==> src/rtl/afr_pkg.sv <==
// constants, types and decode helpers shared by the fault-status register block
`default_nettype none
package afr_pkg;
  // register indexes; byte address on the bus is four times the index
  localparam logic [5:0] AFR_IDX_BATT = 6'h06;
  localparam logic [5:0] AFR_IDX_LIMCTL = 6'h07;
  localparam logic [5:0] AFR_IDX_THR = 6'h09;
  localparam logic [5:0] AFR_IDX_STAT = 6'h0A;
  localparam logic [5:0] AFR_IDX_FCTL = 6'h0B;

  // reset values
  localparam logic [7:0] AFR_RST_LIMCTL = 8'hA4;
  localparam logic [7:0] AFR_RST_THR = 8'h22;
  localparam logic [7:0] AFR_RST_STAT = 8'h00;
  localparam logic [7:0] AFR_RST_FCTL = 8'h18;

  // status bit positions
  localparam int AFR_ST_RSV = 7;
  localparam int AFR_ST_UV = 6;
  localparam int AFR_ST_ENG = 5;
  localparam int AFR_ST_CLIP = 4;
  localparam int AFR_ST_OC = 3;
  localparam int AFR_ST_OTF = 2;
  localparam int AFR_ST_OTW = 1;
  localparam int AFR_ST_LOWB = 0;

  // fault control field positions
  localparam int AFR_FC_ATTEN_LSB = 6;
  localparam int AFR_FC_MANUAL = 5;
  localparam int AFR_FC_LIMIT_LSB = 3;
  localparam int AFR_FC_SEL_UV = 2;
  localparam int AFR_FC_SEL_OT = 1;
  localparam int AFR_FC_SEL_OC = 0;

  // limiter control field positions
  localparam int AFR_LC_TRACK = 2;
  localparam int AFR_LC_MODE_LSB = 0;

  // limiter mode codes
  localparam logic [1:0] AFR_MODE_OFF = 2'h0;
  localparam logic [1:0] AFR_MODE_ON = 2'h1;
  localparam logic [1:0] AFR_MODE_MUTE_LOW = 2'h2;
  localparam logic [1:0] AFR_MODE_ON_LOW = 2'h3;

  // battery code scale: volts = base + span * code / full
  localparam real AFR_VBAT_BASE_V = 3.8;
  localparam real AFR_VBAT_SPAN_V = 12.4;
  localparam real AFR_VBAT_FULL_CODE = 255.0;

  // recovery state, one-hot
  typedef enum logic [1:0] {
    AFR_RCV_RUN = 2'b01,
    AFR_RCV_HOLD = 2'b10
  } afr_rcv_state_e;

  // attempt limit code to attempt count; code 3 maps to a count of zero, which means unlimited
  function automatic logic [2:0] afr_attempt_limit(input logic [1:0] code);
    case (code)
      2'h0: afr_attempt_limit = 3'h1;
      2'h1: afr_attempt_limit = 3'h3;
      2'h2: afr_attempt_limit = 3'h7;
      default: afr_attempt_limit = 3'h0;
    endcase
  endfunction
endpackage
`default_nettype wire

==> src/rtl/afr_fault_recovery.sv <==
// per-fault shutdown and recovery sequencer with attempt counting
`default_nettype none
module afr_fault_recovery
  import afr_pkg::*;
(
  input wire logic clk_i, // system clock
  input wire logic rst_i, // synchronous reset, active high
  input wire logic fault_i, // synchronised fault level
  input wire logic manual_sel_i, // 1: wait for manual trigger
  input wire logic [1:0] limit_code_i, // automatic attempt limit code
  input wire logic manual_go_i, // one-cycle manual recovery pulse
  output logic shutdown_o // output held off by this fault
);
  afr_rcv_state_e state_q, state_d;
  logic [2:0] cnt_q, cnt_d;
  logic [2:0] limit;
  logic spent;

  // next state: shut on fault, leave hold automatically or by trigger
  always_comb begin
    limit = afr_attempt_limit(limit_code_i);
    spent = (limit != 3'h0) && (cnt_q >= limit);
    state_d = state_q;
    cnt_d = cnt_q;
    case (state_q)
      AFR_RCV_RUN: begin
        if (fault_i) begin
          state_d = AFR_RCV_HOLD;
        end
      end
      AFR_RCV_HOLD: begin
        if (!fault_i && manual_go_i && (manual_sel_i || spent)) begin
          state_d = AFR_RCV_RUN;
          cnt_d = 3'h0;
        end else if (!fault_i && !manual_sel_i && !spent) begin
          state_d = AFR_RCV_RUN;
          if (limit != 3'h0) begin
            cnt_d = 3'(cnt_q + 3'h1);
          end
        end
      end
      default: begin
        state_d = AFR_RCV_HOLD;
      end
    endcase
  end

  // register state and attempt count
  always_ff @(posedge clk_i) begin
    if (rst_i) begin
      state_q <= AFR_RCV_RUN;
      cnt_q <= 3'h0;
    end else begin
      state_q <= state_d;
      cnt_q <= cnt_d;
    end
  end

  assign shutdown_o = (state_q == AFR_RCV_HOLD);

  a_shut_on_fault: assert property (@(posedge clk_i) disable iff (rst_i)
    fault_i |=> shutdown_o)
    else $error("fault did not shut the output");
  a_manual_hold_waits: assert property (@(posedge clk_i) disable iff (rst_i)
    (shutdown_o && manual_sel_i && !manual_go_i) |=> shutdown_o)
    else $error("manual recovery left hold without trigger");
  a_attempts_bounded: assert property (@(posedge clk_i) disable iff (rst_i)
    (shutdown_o && spent && !manual_go_i) |=> shutdown_o)
    else $error("recovered after attempt limit was spent");
endmodule
`default_nettype wire

==> src/rtl/afr_fault_regs.sv <==
// fault status, battery threshold and recovery control registers on classic wishbone
`default_nettype none
module afr_fault_regs
  import afr_pkg::*;
(
  input wire logic clk_i, // system clock, 50 MHz
  input wire logic rst_i, // synchronous reset, active high
  input wire logic wb_cyc_i, // wishbone cycle
  input wire logic wb_stb_i, // wishbone strobe
  input wire logic wb_we_i, // wishbone write enable
  input wire logic [7:0] wb_adr_i, // wishbone byte address
  input wire logic [3:0] wb_sel_i, // wishbone byte selects
  input wire logic [31:0] wb_dat_i, // wishbone write data
  output logic [31:0] wb_dat_o, // wishbone read data
  output logic wb_ack_o, // wishbone acknowledge
  input wire logic [7:0] batt_code_i, // sensed battery code
  input wire logic reg_uv_i, // regulator undervoltage level
  input wire logic overcurrent_flag_i, // amplifier overcurrent level
  input wire logic overtemp_i, // overtemperature fault level
  input wire logic overtemp_warn_i, // overtemperature warning level
  input wire logic clip_i, // clipping detected level
  input wire logic limiter_reducing_i, // limiter is lowering gain
  output logic amp_shutdown_o, // output stage held off
  output logic output_mute_o, // low-battery mute
  output logic limiter_enable_o, // limiter allowed to act
  output logic track_enable_o, // threshold follows battery
  output logic [1:0] thermal_attenuation_o // attenuation code in force
);
  logic [13:0] pin_s1_q, pin_s2_q;
  logic [7:0] batt_s;
  logic uv_s, oc_s, otf_s, otw_s, clip_s, lred_s;
  logic ack_q, ack_d;
  logic [31:0] dat_q, dat_d;
  logic [7:0] thr_q, thr_d;
  logic [7:0] lim_q, lim_d;
  logic [7:0] fctl_q, fctl_d;
  logic go_q, go_d;
  logic [7:0] stat_q, stat_d;
  logic shut_q, shut_d;
  logic mute_q, mute_d;
  logic lime_q, lime_d;
  logic trk_q, trk_d;
  logic [1:0] att_q, att_d;
  logic [2:0] fault_vec, sel_vec, shut_vec;
  logic req, wr_lane;
  logic [5:0] idx;

  // two-stage synchroniser for all pin levels
  always_ff @(posedge clk_i) begin
    if (rst_i) begin
      pin_s1_q <= 14'h0000;
      pin_s2_q <= 14'h0000;
    end else begin
      pin_s1_q <= {batt_code_i, reg_uv_i, overcurrent_flag_i, overtemp_i, overtemp_warn_i, clip_i,
                   limiter_reducing_i};
      pin_s2_q <= pin_s1_q;
    end
  end

  assign {batt_s, uv_s, oc_s, otf_s, otw_s, clip_s, lred_s} = pin_s2_q;

  // bus request decode
  assign req = wb_cyc_i && wb_stb_i && !ack_q;
  assign idx = wb_adr_i[7:2];
  assign wr_lane = req && wb_we_i && wb_sel_i[0];

  // bus side next values: writes, read mux, manual trigger pulse
  always_comb begin
    ack_d = req;
    dat_d = 32'h0000_0000;
    thr_d = thr_q;
    lim_d = lim_q;
    fctl_d = fctl_q;
    go_d = 1'b0;
    if (req && !wb_we_i) begin
      case (idx)
        AFR_IDX_BATT: dat_d = {24'h00_0000, batt_s};
        AFR_IDX_LIMCTL: dat_d = {24'h00_0000, lim_q};
        AFR_IDX_THR: dat_d = {24'h00_0000, thr_q};
        AFR_IDX_STAT: dat_d = {24'h00_0000, stat_q};
        AFR_IDX_FCTL: dat_d = {24'h00_0000, fctl_q};
        default: dat_d = 32'h0000_0000;
      endcase
    end
    if (wr_lane) begin
      case (idx)
        AFR_IDX_LIMCTL: lim_d = wb_dat_i[7:0];
        AFR_IDX_THR: thr_d = wb_dat_i[7:0];
        AFR_IDX_FCTL: begin
          fctl_d = wb_dat_i[7:0];
          fctl_d[AFR_FC_MANUAL] = 1'b0; // write-only bit never stored
          go_d = wb_dat_i[AFR_FC_MANUAL];
        end
        default: begin
          go_d = 1'b0; // status and unmapped writes are dropped
        end
      endcase
    end
  end

  // register the bus side
  always_ff @(posedge clk_i) begin
    if (rst_i) begin
      ack_q <= 1'b0;
      dat_q <= 32'h0000_0000;
      thr_q <= AFR_RST_THR;
      lim_q <= AFR_RST_LIMCTL;
      fctl_q <= AFR_RST_FCTL;
      go_q <= 1'b0;
    end else begin
      ack_q <= ack_d;
      dat_q <= dat_d;
      thr_q <= thr_d;
      lim_q <= lim_d;
      fctl_q <= fctl_d;
      go_q <= go_d;
    end
  end

  assign wb_ack_o = ack_q;
  assign wb_dat_o = dat_q;

  // one recovery sequencer per fault: undervoltage, overtemperature, overcurrent
  assign fault_vec = {uv_s, otf_s, oc_s};
  assign sel_vec = {fctl_q[AFR_FC_SEL_UV], fctl_q[AFR_FC_SEL_OT], fctl_q[AFR_FC_SEL_OC]};

  generate
    for (genvar g = 0; g < 3; g++) begin : g_rcv
      afr_fault_recovery u_rcv (
        .clk_i(clk_i),
        .rst_i(rst_i),
        .fault_i(fault_vec[g]),
        .manual_sel_i(sel_vec[g]),
        .limit_code_i(fctl_q[AFR_FC_LIMIT_LSB +: 2]),
        .manual_go_i(go_q),
        .shutdown_o(shut_vec[g])
      );
    end
  endgenerate

  // status flags and limiter-facing outputs
  always_comb begin
    stat_d = AFR_RST_STAT;
    stat_d[AFR_ST_RSV] = 1'b0;
    stat_d[AFR_ST_UV] = uv_s;
    stat_d[AFR_ST_ENG] = lred_s || (otw_s && (fctl_q[AFR_FC_ATTEN_LSB +: 2] != 2'h0));
    stat_d[AFR_ST_CLIP] = clip_s;
    stat_d[AFR_ST_OC] = oc_s;
    stat_d[AFR_ST_OTF] = otf_s;
    stat_d[AFR_ST_OTW] = otw_s;
    stat_d[AFR_ST_LOWB] = (batt_s <= thr_q);
    shut_d = |shut_vec;
    mute_d = (lim_q[AFR_LC_MODE_LSB +: 2] == AFR_MODE_MUTE_LOW) && (batt_s < thr_q);
    lime_d = (lim_q[AFR_LC_MODE_LSB +: 2] == AFR_MODE_ON) ||
             ((lim_q[AFR_LC_MODE_LSB +: 2] == AFR_MODE_ON_LOW) && (batt_s < thr_q));
    trk_d = lim_q[AFR_LC_TRACK];
    att_d = otw_s ? fctl_q[AFR_FC_ATTEN_LSB +: 2] : 2'h0;
  end

  // register status and outputs
  always_ff @(posedge clk_i) begin
    if (rst_i) begin
      stat_q <= AFR_RST_STAT;
      shut_q <= 1'b0;
      mute_q <= 1'b0;
      lime_q <= 1'b0;
      trk_q <= 1'b0;
      att_q <= 2'h0;
    end else begin
      stat_q <= stat_d;
      shut_q <= shut_d;
      mute_q <= mute_d;
      lime_q <= lime_d;
      trk_q <= trk_d;
      att_q <= att_d;
    end
  end

  assign amp_shutdown_o = shut_q;
  assign output_mute_o = mute_q;
  assign limiter_enable_o = lime_q;
  assign track_enable_o = trk_q;
  assign thermal_attenuation_o = att_q;

  // bus handshake: every taken request gets a one-cycle ack, read data only with it
  a_ack_single_pulse: assert property (@(posedge clk_i) disable iff (rst_i)
    wb_ack_o |=> !wb_ack_o)
    else $error("ack held longer than one cycle");
  a_ack_after_req: assert property (@(posedge clk_i) disable iff (rst_i)
    (wb_cyc_i && wb_stb_i && !wb_ack_o) |=> wb_ack_o)
    else $error("request not acked");
  a_ack_needs_req: assert property (@(posedge clk_i) disable iff (rst_i)
    wb_ack_o |-> $past(wb_cyc_i && wb_stb_i))
    else $error("ack without a request");
  a_dat_idle_zero: assert property (@(posedge clk_i) disable iff (rst_i)
    !wb_ack_o |-> (wb_dat_o == 32'h0000_0000))
    else $error("read data driven outside ack");

  // reset values, looked at on the first edge after reset falls
  a_fctl_reset_value: assert property (@(posedge clk_i)
    (!rst_i && $past(rst_i)) |-> (fctl_q == AFR_RST_FCTL && thr_q == AFR_RST_THR &&
    lim_q == AFR_RST_LIMCTL && stat_q == AFR_RST_STAT))
    else $error("control reset values wrong");

  // writes land in the addressed register only; the trigger bit is never stored
  a_thr_write_lands: assert property (@(posedge clk_i) disable iff (rst_i)
    (wr_lane && idx == AFR_IDX_THR) |=> (thr_q == $past(wb_dat_i[7:0])))
    else $error("threshold write did not land");
  a_thr_holds: assert property (@(posedge clk_i) disable iff (rst_i)
    !(wr_lane && idx == AFR_IDX_THR) |=> $stable(thr_q))
    else $error("threshold changed without a write");
  a_lim_write_lands: assert property (@(posedge clk_i) disable iff (rst_i)
    (wr_lane && idx == AFR_IDX_LIMCTL) |=> (lim_q == $past(wb_dat_i[7:0])))
    else $error("limiter control write did not land");
  a_lim_holds: assert property (@(posedge clk_i) disable iff (rst_i)
    !(wr_lane && idx == AFR_IDX_LIMCTL) |=> $stable(lim_q))
    else $error("limiter control changed without a write");
  a_fctl_write_lands: assert property (@(posedge clk_i) disable iff (rst_i)
    (wr_lane && idx == AFR_IDX_FCTL) |=> ({fctl_q[AFR_FC_ATTEN_LSB +: 2],
    fctl_q[AFR_FC_MANUAL - 1:0]} == $past({wb_dat_i[7:6], wb_dat_i[4:0]})))
    else $error("fault control write did not land");
  a_fctl_holds: assert property (@(posedge clk_i) disable iff (rst_i)
    !(wr_lane && idx == AFR_IDX_FCTL) |=> $stable(fctl_q))
    else $error("fault control changed without a write");
  a_manual_never_stored: assert property (@(posedge clk_i) disable iff (rst_i)
    !fctl_q[AFR_FC_MANUAL])
    else $error("trigger bit stored");
  a_go_one_cycle: assert property (@(posedge clk_i) disable iff (rst_i)
    go_q |=> !go_q)
    else $error("trigger pulse longer than one cycle");
  a_go_from_write: assert property (@(posedge clk_i) disable iff (rst_i)
    go_q |-> $past(wr_lane && idx == AFR_IDX_FCTL && wb_dat_i[AFR_FC_MANUAL]))
    else $error("trigger pulse without a trigger write");

  // read data carries the addressed register in lane 0 only
  a_status_reserved_zero: assert property (@(posedge clk_i) disable iff (rst_i)
    (wb_ack_o && $past(!wb_we_i && idx == AFR_IDX_STAT)) |-> (wb_dat_o[31:7] == 25'h0))
    else $error("reserved status bits not zero");
  a_manual_reads_zero: assert property (@(posedge clk_i) disable iff (rst_i)
    (wb_ack_o && $past(!wb_we_i && idx == AFR_IDX_FCTL)) |-> !wb_dat_o[5])
    else $error("write-only trigger bit read as one");
  a_thr_readback: assert property (@(posedge clk_i) disable iff (rst_i)
    (wb_ack_o && $past(!wb_we_i && idx == AFR_IDX_THR)) |->
    (wb_dat_o == {24'h00_0000, $past(thr_q)}))
    else $error("threshold read back wrong");
  a_batt_readback: assert property (@(posedge clk_i) disable iff (rst_i)
    (wb_ack_o && $past(!wb_we_i && idx == AFR_IDX_BATT)) |->
    (wb_dat_o == {24'h00_0000, $past(batt_s)}))
    else $error("battery code read back wrong");

  // status flags follow the synchronised levels one edge later
  a_status_mirrors: assert property (@(posedge clk_i) disable iff (rst_i)
    !rst_i |=> ({stat_q[AFR_ST_UV], stat_q[AFR_ST_CLIP], stat_q[AFR_ST_OC],
    stat_q[AFR_ST_OTF], stat_q[AFR_ST_OTW]} == $past({uv_s, clip_s, oc_s, otf_s, otw_s})))
    else $error("status flags do not follow their inputs");
  a_uv_flag_tracks: assert property (@(posedge clk_i) disable iff (rst_i)
    $rose(uv_s) |=> stat_q[AFR_ST_UV])
    else $error("undervoltage flag late");
  a_low_batt_flag: assert property (@(posedge clk_i) disable iff (rst_i)
    !rst_i |=> (stat_q[AFR_ST_LOWB] == $past(batt_s <= thr_q)))
    else $error("low battery flag wrong");
  a_engaged_by_limiter: assert property (@(posedge clk_i) disable iff (rst_i)
    lred_s |=> stat_q[AFR_ST_ENG])
    else $error("engaged flag missing while limiter reduces");
  a_engaged_needs_cause: assert property (@(posedge clk_i) disable iff (rst_i)
    (!lred_s && !otw_s) |=> !stat_q[AFR_ST_ENG])
    else $error("engaged flag without a cause");

  // limiter-facing outputs follow mode, threshold, warning and the sequencers
  a_mute_only_mode: assert property (@(posedge clk_i) disable iff (rst_i)
    (lim_q[AFR_LC_MODE_LSB +: 2] != AFR_MODE_MUTE_LOW) |=> !output_mute_o)
    else $error("mute outside mute mode");
  a_mute_only_low: assert property (@(posedge clk_i) disable iff (rst_i)
    (batt_s >= thr_q) |=> !output_mute_o)
    else $error("mute with battery not below threshold");
  a_limiter_off_mode: assert property (@(posedge clk_i) disable iff (rst_i)
    (lim_q[AFR_LC_MODE_LSB +: 2] == AFR_MODE_OFF) |=> !limiter_enable_o)
    else $error("limiter enabled in off mode");
  a_limiter_low_gate: assert property (@(posedge clk_i) disable iff (rst_i)
    (lim_q[AFR_LC_MODE_LSB +: 2] == AFR_MODE_ON_LOW && batt_s >= thr_q)
    |=> !limiter_enable_o)
    else $error("limiter enabled above threshold");
  a_track_follows: assert property (@(posedge clk_i) disable iff (rst_i)
    !rst_i |=> (track_enable_o == $past(lim_q[AFR_LC_TRACK])))
    else $error("tracking output does not follow its bit");
  a_atten_needs_warn: assert property (@(posedge clk_i) disable iff (rst_i)
    !otw_s |=> (thermal_attenuation_o == 2'h0))
    else $error("attenuation without warning");
  a_atten_in_warn: assert property (@(posedge clk_i) disable iff (rst_i)
    otw_s |=> (thermal_attenuation_o == $past(fctl_q[AFR_FC_ATTEN_LSB +: 2])))
    else $error("attenuation code not applied in warning");
  a_oc_shuts_output: assert property (@(posedge clk_i) disable iff (rst_i)
    oc_s |-> ##2 amp_shutdown_o)
    else $error("overcurrent did not shut");
  a_shut_follows_seq: assert property (@(posedge clk_i) disable iff (rst_i)
    !rst_i |=> (amp_shutdown_o == $past(|shut_vec)))
    else $error("shutdown output does not follow the sequencers");
endmodule
`default_nettype wire

==> config.mk <==
export PLATFORM = sky130hd
export DESIGN_NAME = afr_fault_regs
export DESIGN_NICKNAME = d
export VERILOG_FILES = /design/src/rtl/afr_pkg.sv /design/src/rtl/afr_fault_recovery.sv /design/src/rtl/afr_fault_regs.sv
export SDC_FILE = /design/constraint.sdc
export NUM_CORES = 1
export LEC_CHECK = 0
export BUFFER_PORTS_ARGS = -buffer_cell sky130_fd_sc_hd__buf_2
export CAP_MARGIN = 40
export CORE_MARGIN = 3
export CORE_UTILIZATION = 40
export CTS_CLUSTER_DIAMETER = 30
export DETAILED_ROUTE_END_ITERATION = 10
export PLACE_DENSITY_LB_ADDON = 0.3
export RECOVER_POWER = 25
export SYNTH_ARGS = -nofsm -noshare
export SYNTH_HDL_FRONTEND = slang
export SYNTH_SLANG_ARGS = --single-unit
==> constraint.sdc <==
create_clock -name clk_i -period 4.54 [get_ports clk_i]
set_input_delay 1.135 -clock clk_i [delete_from_list [all_inputs] [get_ports clk_i]]
set_output_delay 1.135 -clock clk_i [all_outputs]
set_load 0.01 [all_outputs]
==> flow_summary.json <==
{
  "power.share.clock_pct": 36.5,
  "synth_edf_count": 0,
  "synthCells": 389,
  "drtIter0Drc": 164,
  "crit_chain": "clkbuf_1 > clkinv_1 > a211o_1",
  "synth_top_area_cell": "dfxtp_1",
  "path_class": "input port to flop",
  "cp_slowest_cell": "clkbuf_1",
  "synth_ff_type": "dfxtp_1",
  "fmax_mhz": 334,
  "powerDensity_nw_per_um2": 330,
  "synth_area_leaders": "dfxtp_1, ha_1, nor2b_1, mux2i_1, buf_4",
  "die_area_um2": 10900,
  "cts_htree_levels": 3,
  "antenna_left": 0,
  "ys_seq_area_share_pct": 45.9,
  "gp_congestion": 0.874,
  "holdCritStartpoint": "pin_s1_q[5]$_SDFF_PP0_",
  "grt_util_all_layers_pct": 13.8,
  "port_buffers": 48,
  "ys_types": 46,
  "drive_above_1_share_pct": 16.7,
  "power_frac_comb_pct": 5.9,
  "outcome": "finished, final reports clean",
  "worstHoldPathType": "flop to flop",
  "grt_pass1_vias": 2504,
  "antenna_found_initial": 0,
  "ir_drop_uv": 179,
  "cp.arrival_ns": 3.25,
  "swShare_pct": 25.4,
  "start_util_pct": 41.6,
  "route.met3.wl_um": 446,
  "clkSinkCount": 89,
  "p_leak_nw": 1.74,
  "p_seq_share_pct": 57.6,
  "fin_nets": 517,
  "area_growth_pct": 10.4,
  "worst_slew_pin_slew_ns": 1.35,
  "finalSetupViolCount": 0,
  "maxSlewHeadroom_pct": 9.94,
  "hold_end": "pin_s2_q[5]$_SDFF_PP0_",
  "overflow": 0,
  "clockBufferDepth": 2,
  "finalHoldViolations": 0,
  "fin_crit_sh_pct": 66.0,
  "worstSkewPairLatency_ns": 0.35,
  "min_period_ns": 3.00,
  "worst_path_largest_cell_delay_ns": 0.96,
  "cts_buffers": 9,
  "grt_max_degree": 37,
  "cap_violations": 0,
  "num_rows": 35,
  "die_y_um": 105,
  "fin_ws_ns": 1.54,
  "path_clk_slew_ns": 0.10,
  "r2r_end": "g_rcv[0].u_rcv.cnt_q[0]$_SDFFE_PP0P_",
  "hpwl_um": 5550,
  "rsz0062_at_grt": "no",
  "rr_worst_depth": 8,
  "vias": 2775,
  "start_kind": "input port",
  "yosys_warnings": 0,
  "ys_seq_elements": 89,
  "maxSlewViolCount": 0,
  "diodes": 0,
  "ios": 102,
  "synthesis.area_um2": 3880,
  "r2r_slack_ns": 2.15,
  "via_per_inst": 4.90,
  "drc": 0,
  "root_buffer": "clkbuf_8",
  "pre_cts_ws_ns": 1.53,
  "finalSetupTns_ns": 0,
  "final_cell_mix": "dfxtp_1, buf_2, nor2b_1",
  "grt_pass1_wl_um": 12100,
  "synth_top_area_share_pct": 45.9,
  "core_region_area_um2": 9330,
  "switchingPower_mw": 0.359,
  "avgSynthCellArea_um2": 9.99,
  "hold_buffers": 0,
  "async_reset_ff_share_pct": 0,
  "r2r_start": "fctl_q[4]$_SDFFE_PP1P_",
  "routed_wirelength_um": 7670,
  "skew_ns": 0.0118,
  "wl_met1_um": 3500,
  "layout_commonest_cell": "dfxtp_1",
  "die_w_um": 105,
  "dr.pass1.iters": 5,
  "cp_data_required_time_ns": 4.80,
  "power.internal_mw": 1.05,
  "tritoncts": "built",
  "post_cts_buffers": 0,
  "endpoint_kind": "flop",
  "wl_per_cell_um": 13.5,
  "top_layer": "met4",
  "crit_fanout": 32,
  "ctsResizeCount": 0,
  "holdPathStages": 1,
  "wl_met2_um": 3480
}
==> worst max-delay path, delay by kind of cell <==
kind            cells  cell delay [ns]
buf+inv             2             1.70
compound gates      1             0.41
==> worst max path at each step <==
stage	start	endpoint	slack (ns)
global route	rst_i	stat_q[5]$_SDFF_PP0_	1.35
floorplan	wb_adr_i[4]	thr_q[7]$_SDFFE_PP0P_	2.20
CTS	wb_adr_i[4]	fctl_q[2]$_SDFFE_PP0P_	1.91
global placement	wb_adr_i[4]	fctl_q[6]$_SDFFE_PP0P_	1.56
finish	rst_i	stat_q[5]$_SDFF_PP0_	1.54
detailed placement	wb_adr_i[4]	fctl_q[2]$_SDFFE_PP0P_	1.53
==> routing by layer <==
layer	vias to the layer above	GRT usage (%)
met4	0	7.79
met1	1267	17.9
met2	90	21.9
met3	18	2.10
li1	1400	-
met5	-	0
==> cells in the mapped netlist (2+ instances only) <==
master,n
a21o_1,3
nor3b_1,3
nand2b_1,9
nor3_1,5
a211oi_1,6
and2_1,2
mux2i_1,20
nor2_1,26
a31o_2,3
nand2_1,16
clkbuf_1,10
and3_1,3
o211ai_1,10
ha_1,22
a222oi_1,6
a311oi_1,3
a21oi_1,19
xor2_1,4
and2b_1,2
nor2b_1,41
o21ai_0,3
o31a_1,3
buf_4,26
o21a_1,3
a22oi_1,10
xnor2_1,3
inv_1,14
and3b_1,2
o31ai_1,3
nand4_1,2
buf_6,3
nor4b_2,2
dfxtp_1,89
==> layout make-up <==
type / instances / area (um2)
tap: 129 / 161
multi-input combinational: 268 / 1850
inverter: 15 / 56.3
fill: 919 / 5040
clock buffer: 9 / 124
clock inverter: 7 / 66.3
sequential: 89 / 1780
timing repair buffer: 49 / 246
==> metrics by stage <==
step	hold WS, ns	util (%)	std cells	area [um2]	power (mW)
6_report	0.439	46.0	566	4290	1.41
5_1_grt	0.460	46.0	566	4290	1.47
4_1_cts	0.445	46.0	566	4290	1.43
3_5_place_dp	0.420	43.9	550	4100	0.916
3_3_place_gp	0.416	43.9	550	4100	0.913
2_1_floorplan	0.414	-	412	3970	0.899
==> flip-flops by register name, indices dropped and copies added (netlist names), 2 cells and up <==
name and count:
thermal_attenuation_o 2, fctl_q 7, pin_s1_q 14, g_rcv.u_rcv.state_q 6, wb_dat_o 8, thr_q 8
stat_q 7, g_rcv.u_rcv.cnt_q 9, lim_q 8, pin_s2_q 14
==> cells by family after synthesis <==
family | count (synthesis) | share of synthesized area (%)
and+or+nand+nor | 120 | 17.7
xor gates and xnor gates | 7 | 1.58
buffers and inverters | 55 | 8.70
AOI/OAI and AO/OA | 75 | 13.8
muxes | 20 | 5.15
other | 1 | 0.0965
adders and majority gates | 22 | 7.09
DFF | 89 | 45.9
==> power by group through the flow <==
stage | combinational, mW | sequential, mW | clock (mW)
after floorplan | 0.0693 | 0.829 | 0
after global placement | 0.0820 | 0.831 | 0
final | 0.0839 | 0.813 | 0.515
after global routing | 0.0935 | 0.817 | 0.564
after CTS | 0.0842 | 0.814 | 0.536
after detailed placement | 0.0840 | 0.832 | 0
Power figures use the tool's default switching activity.
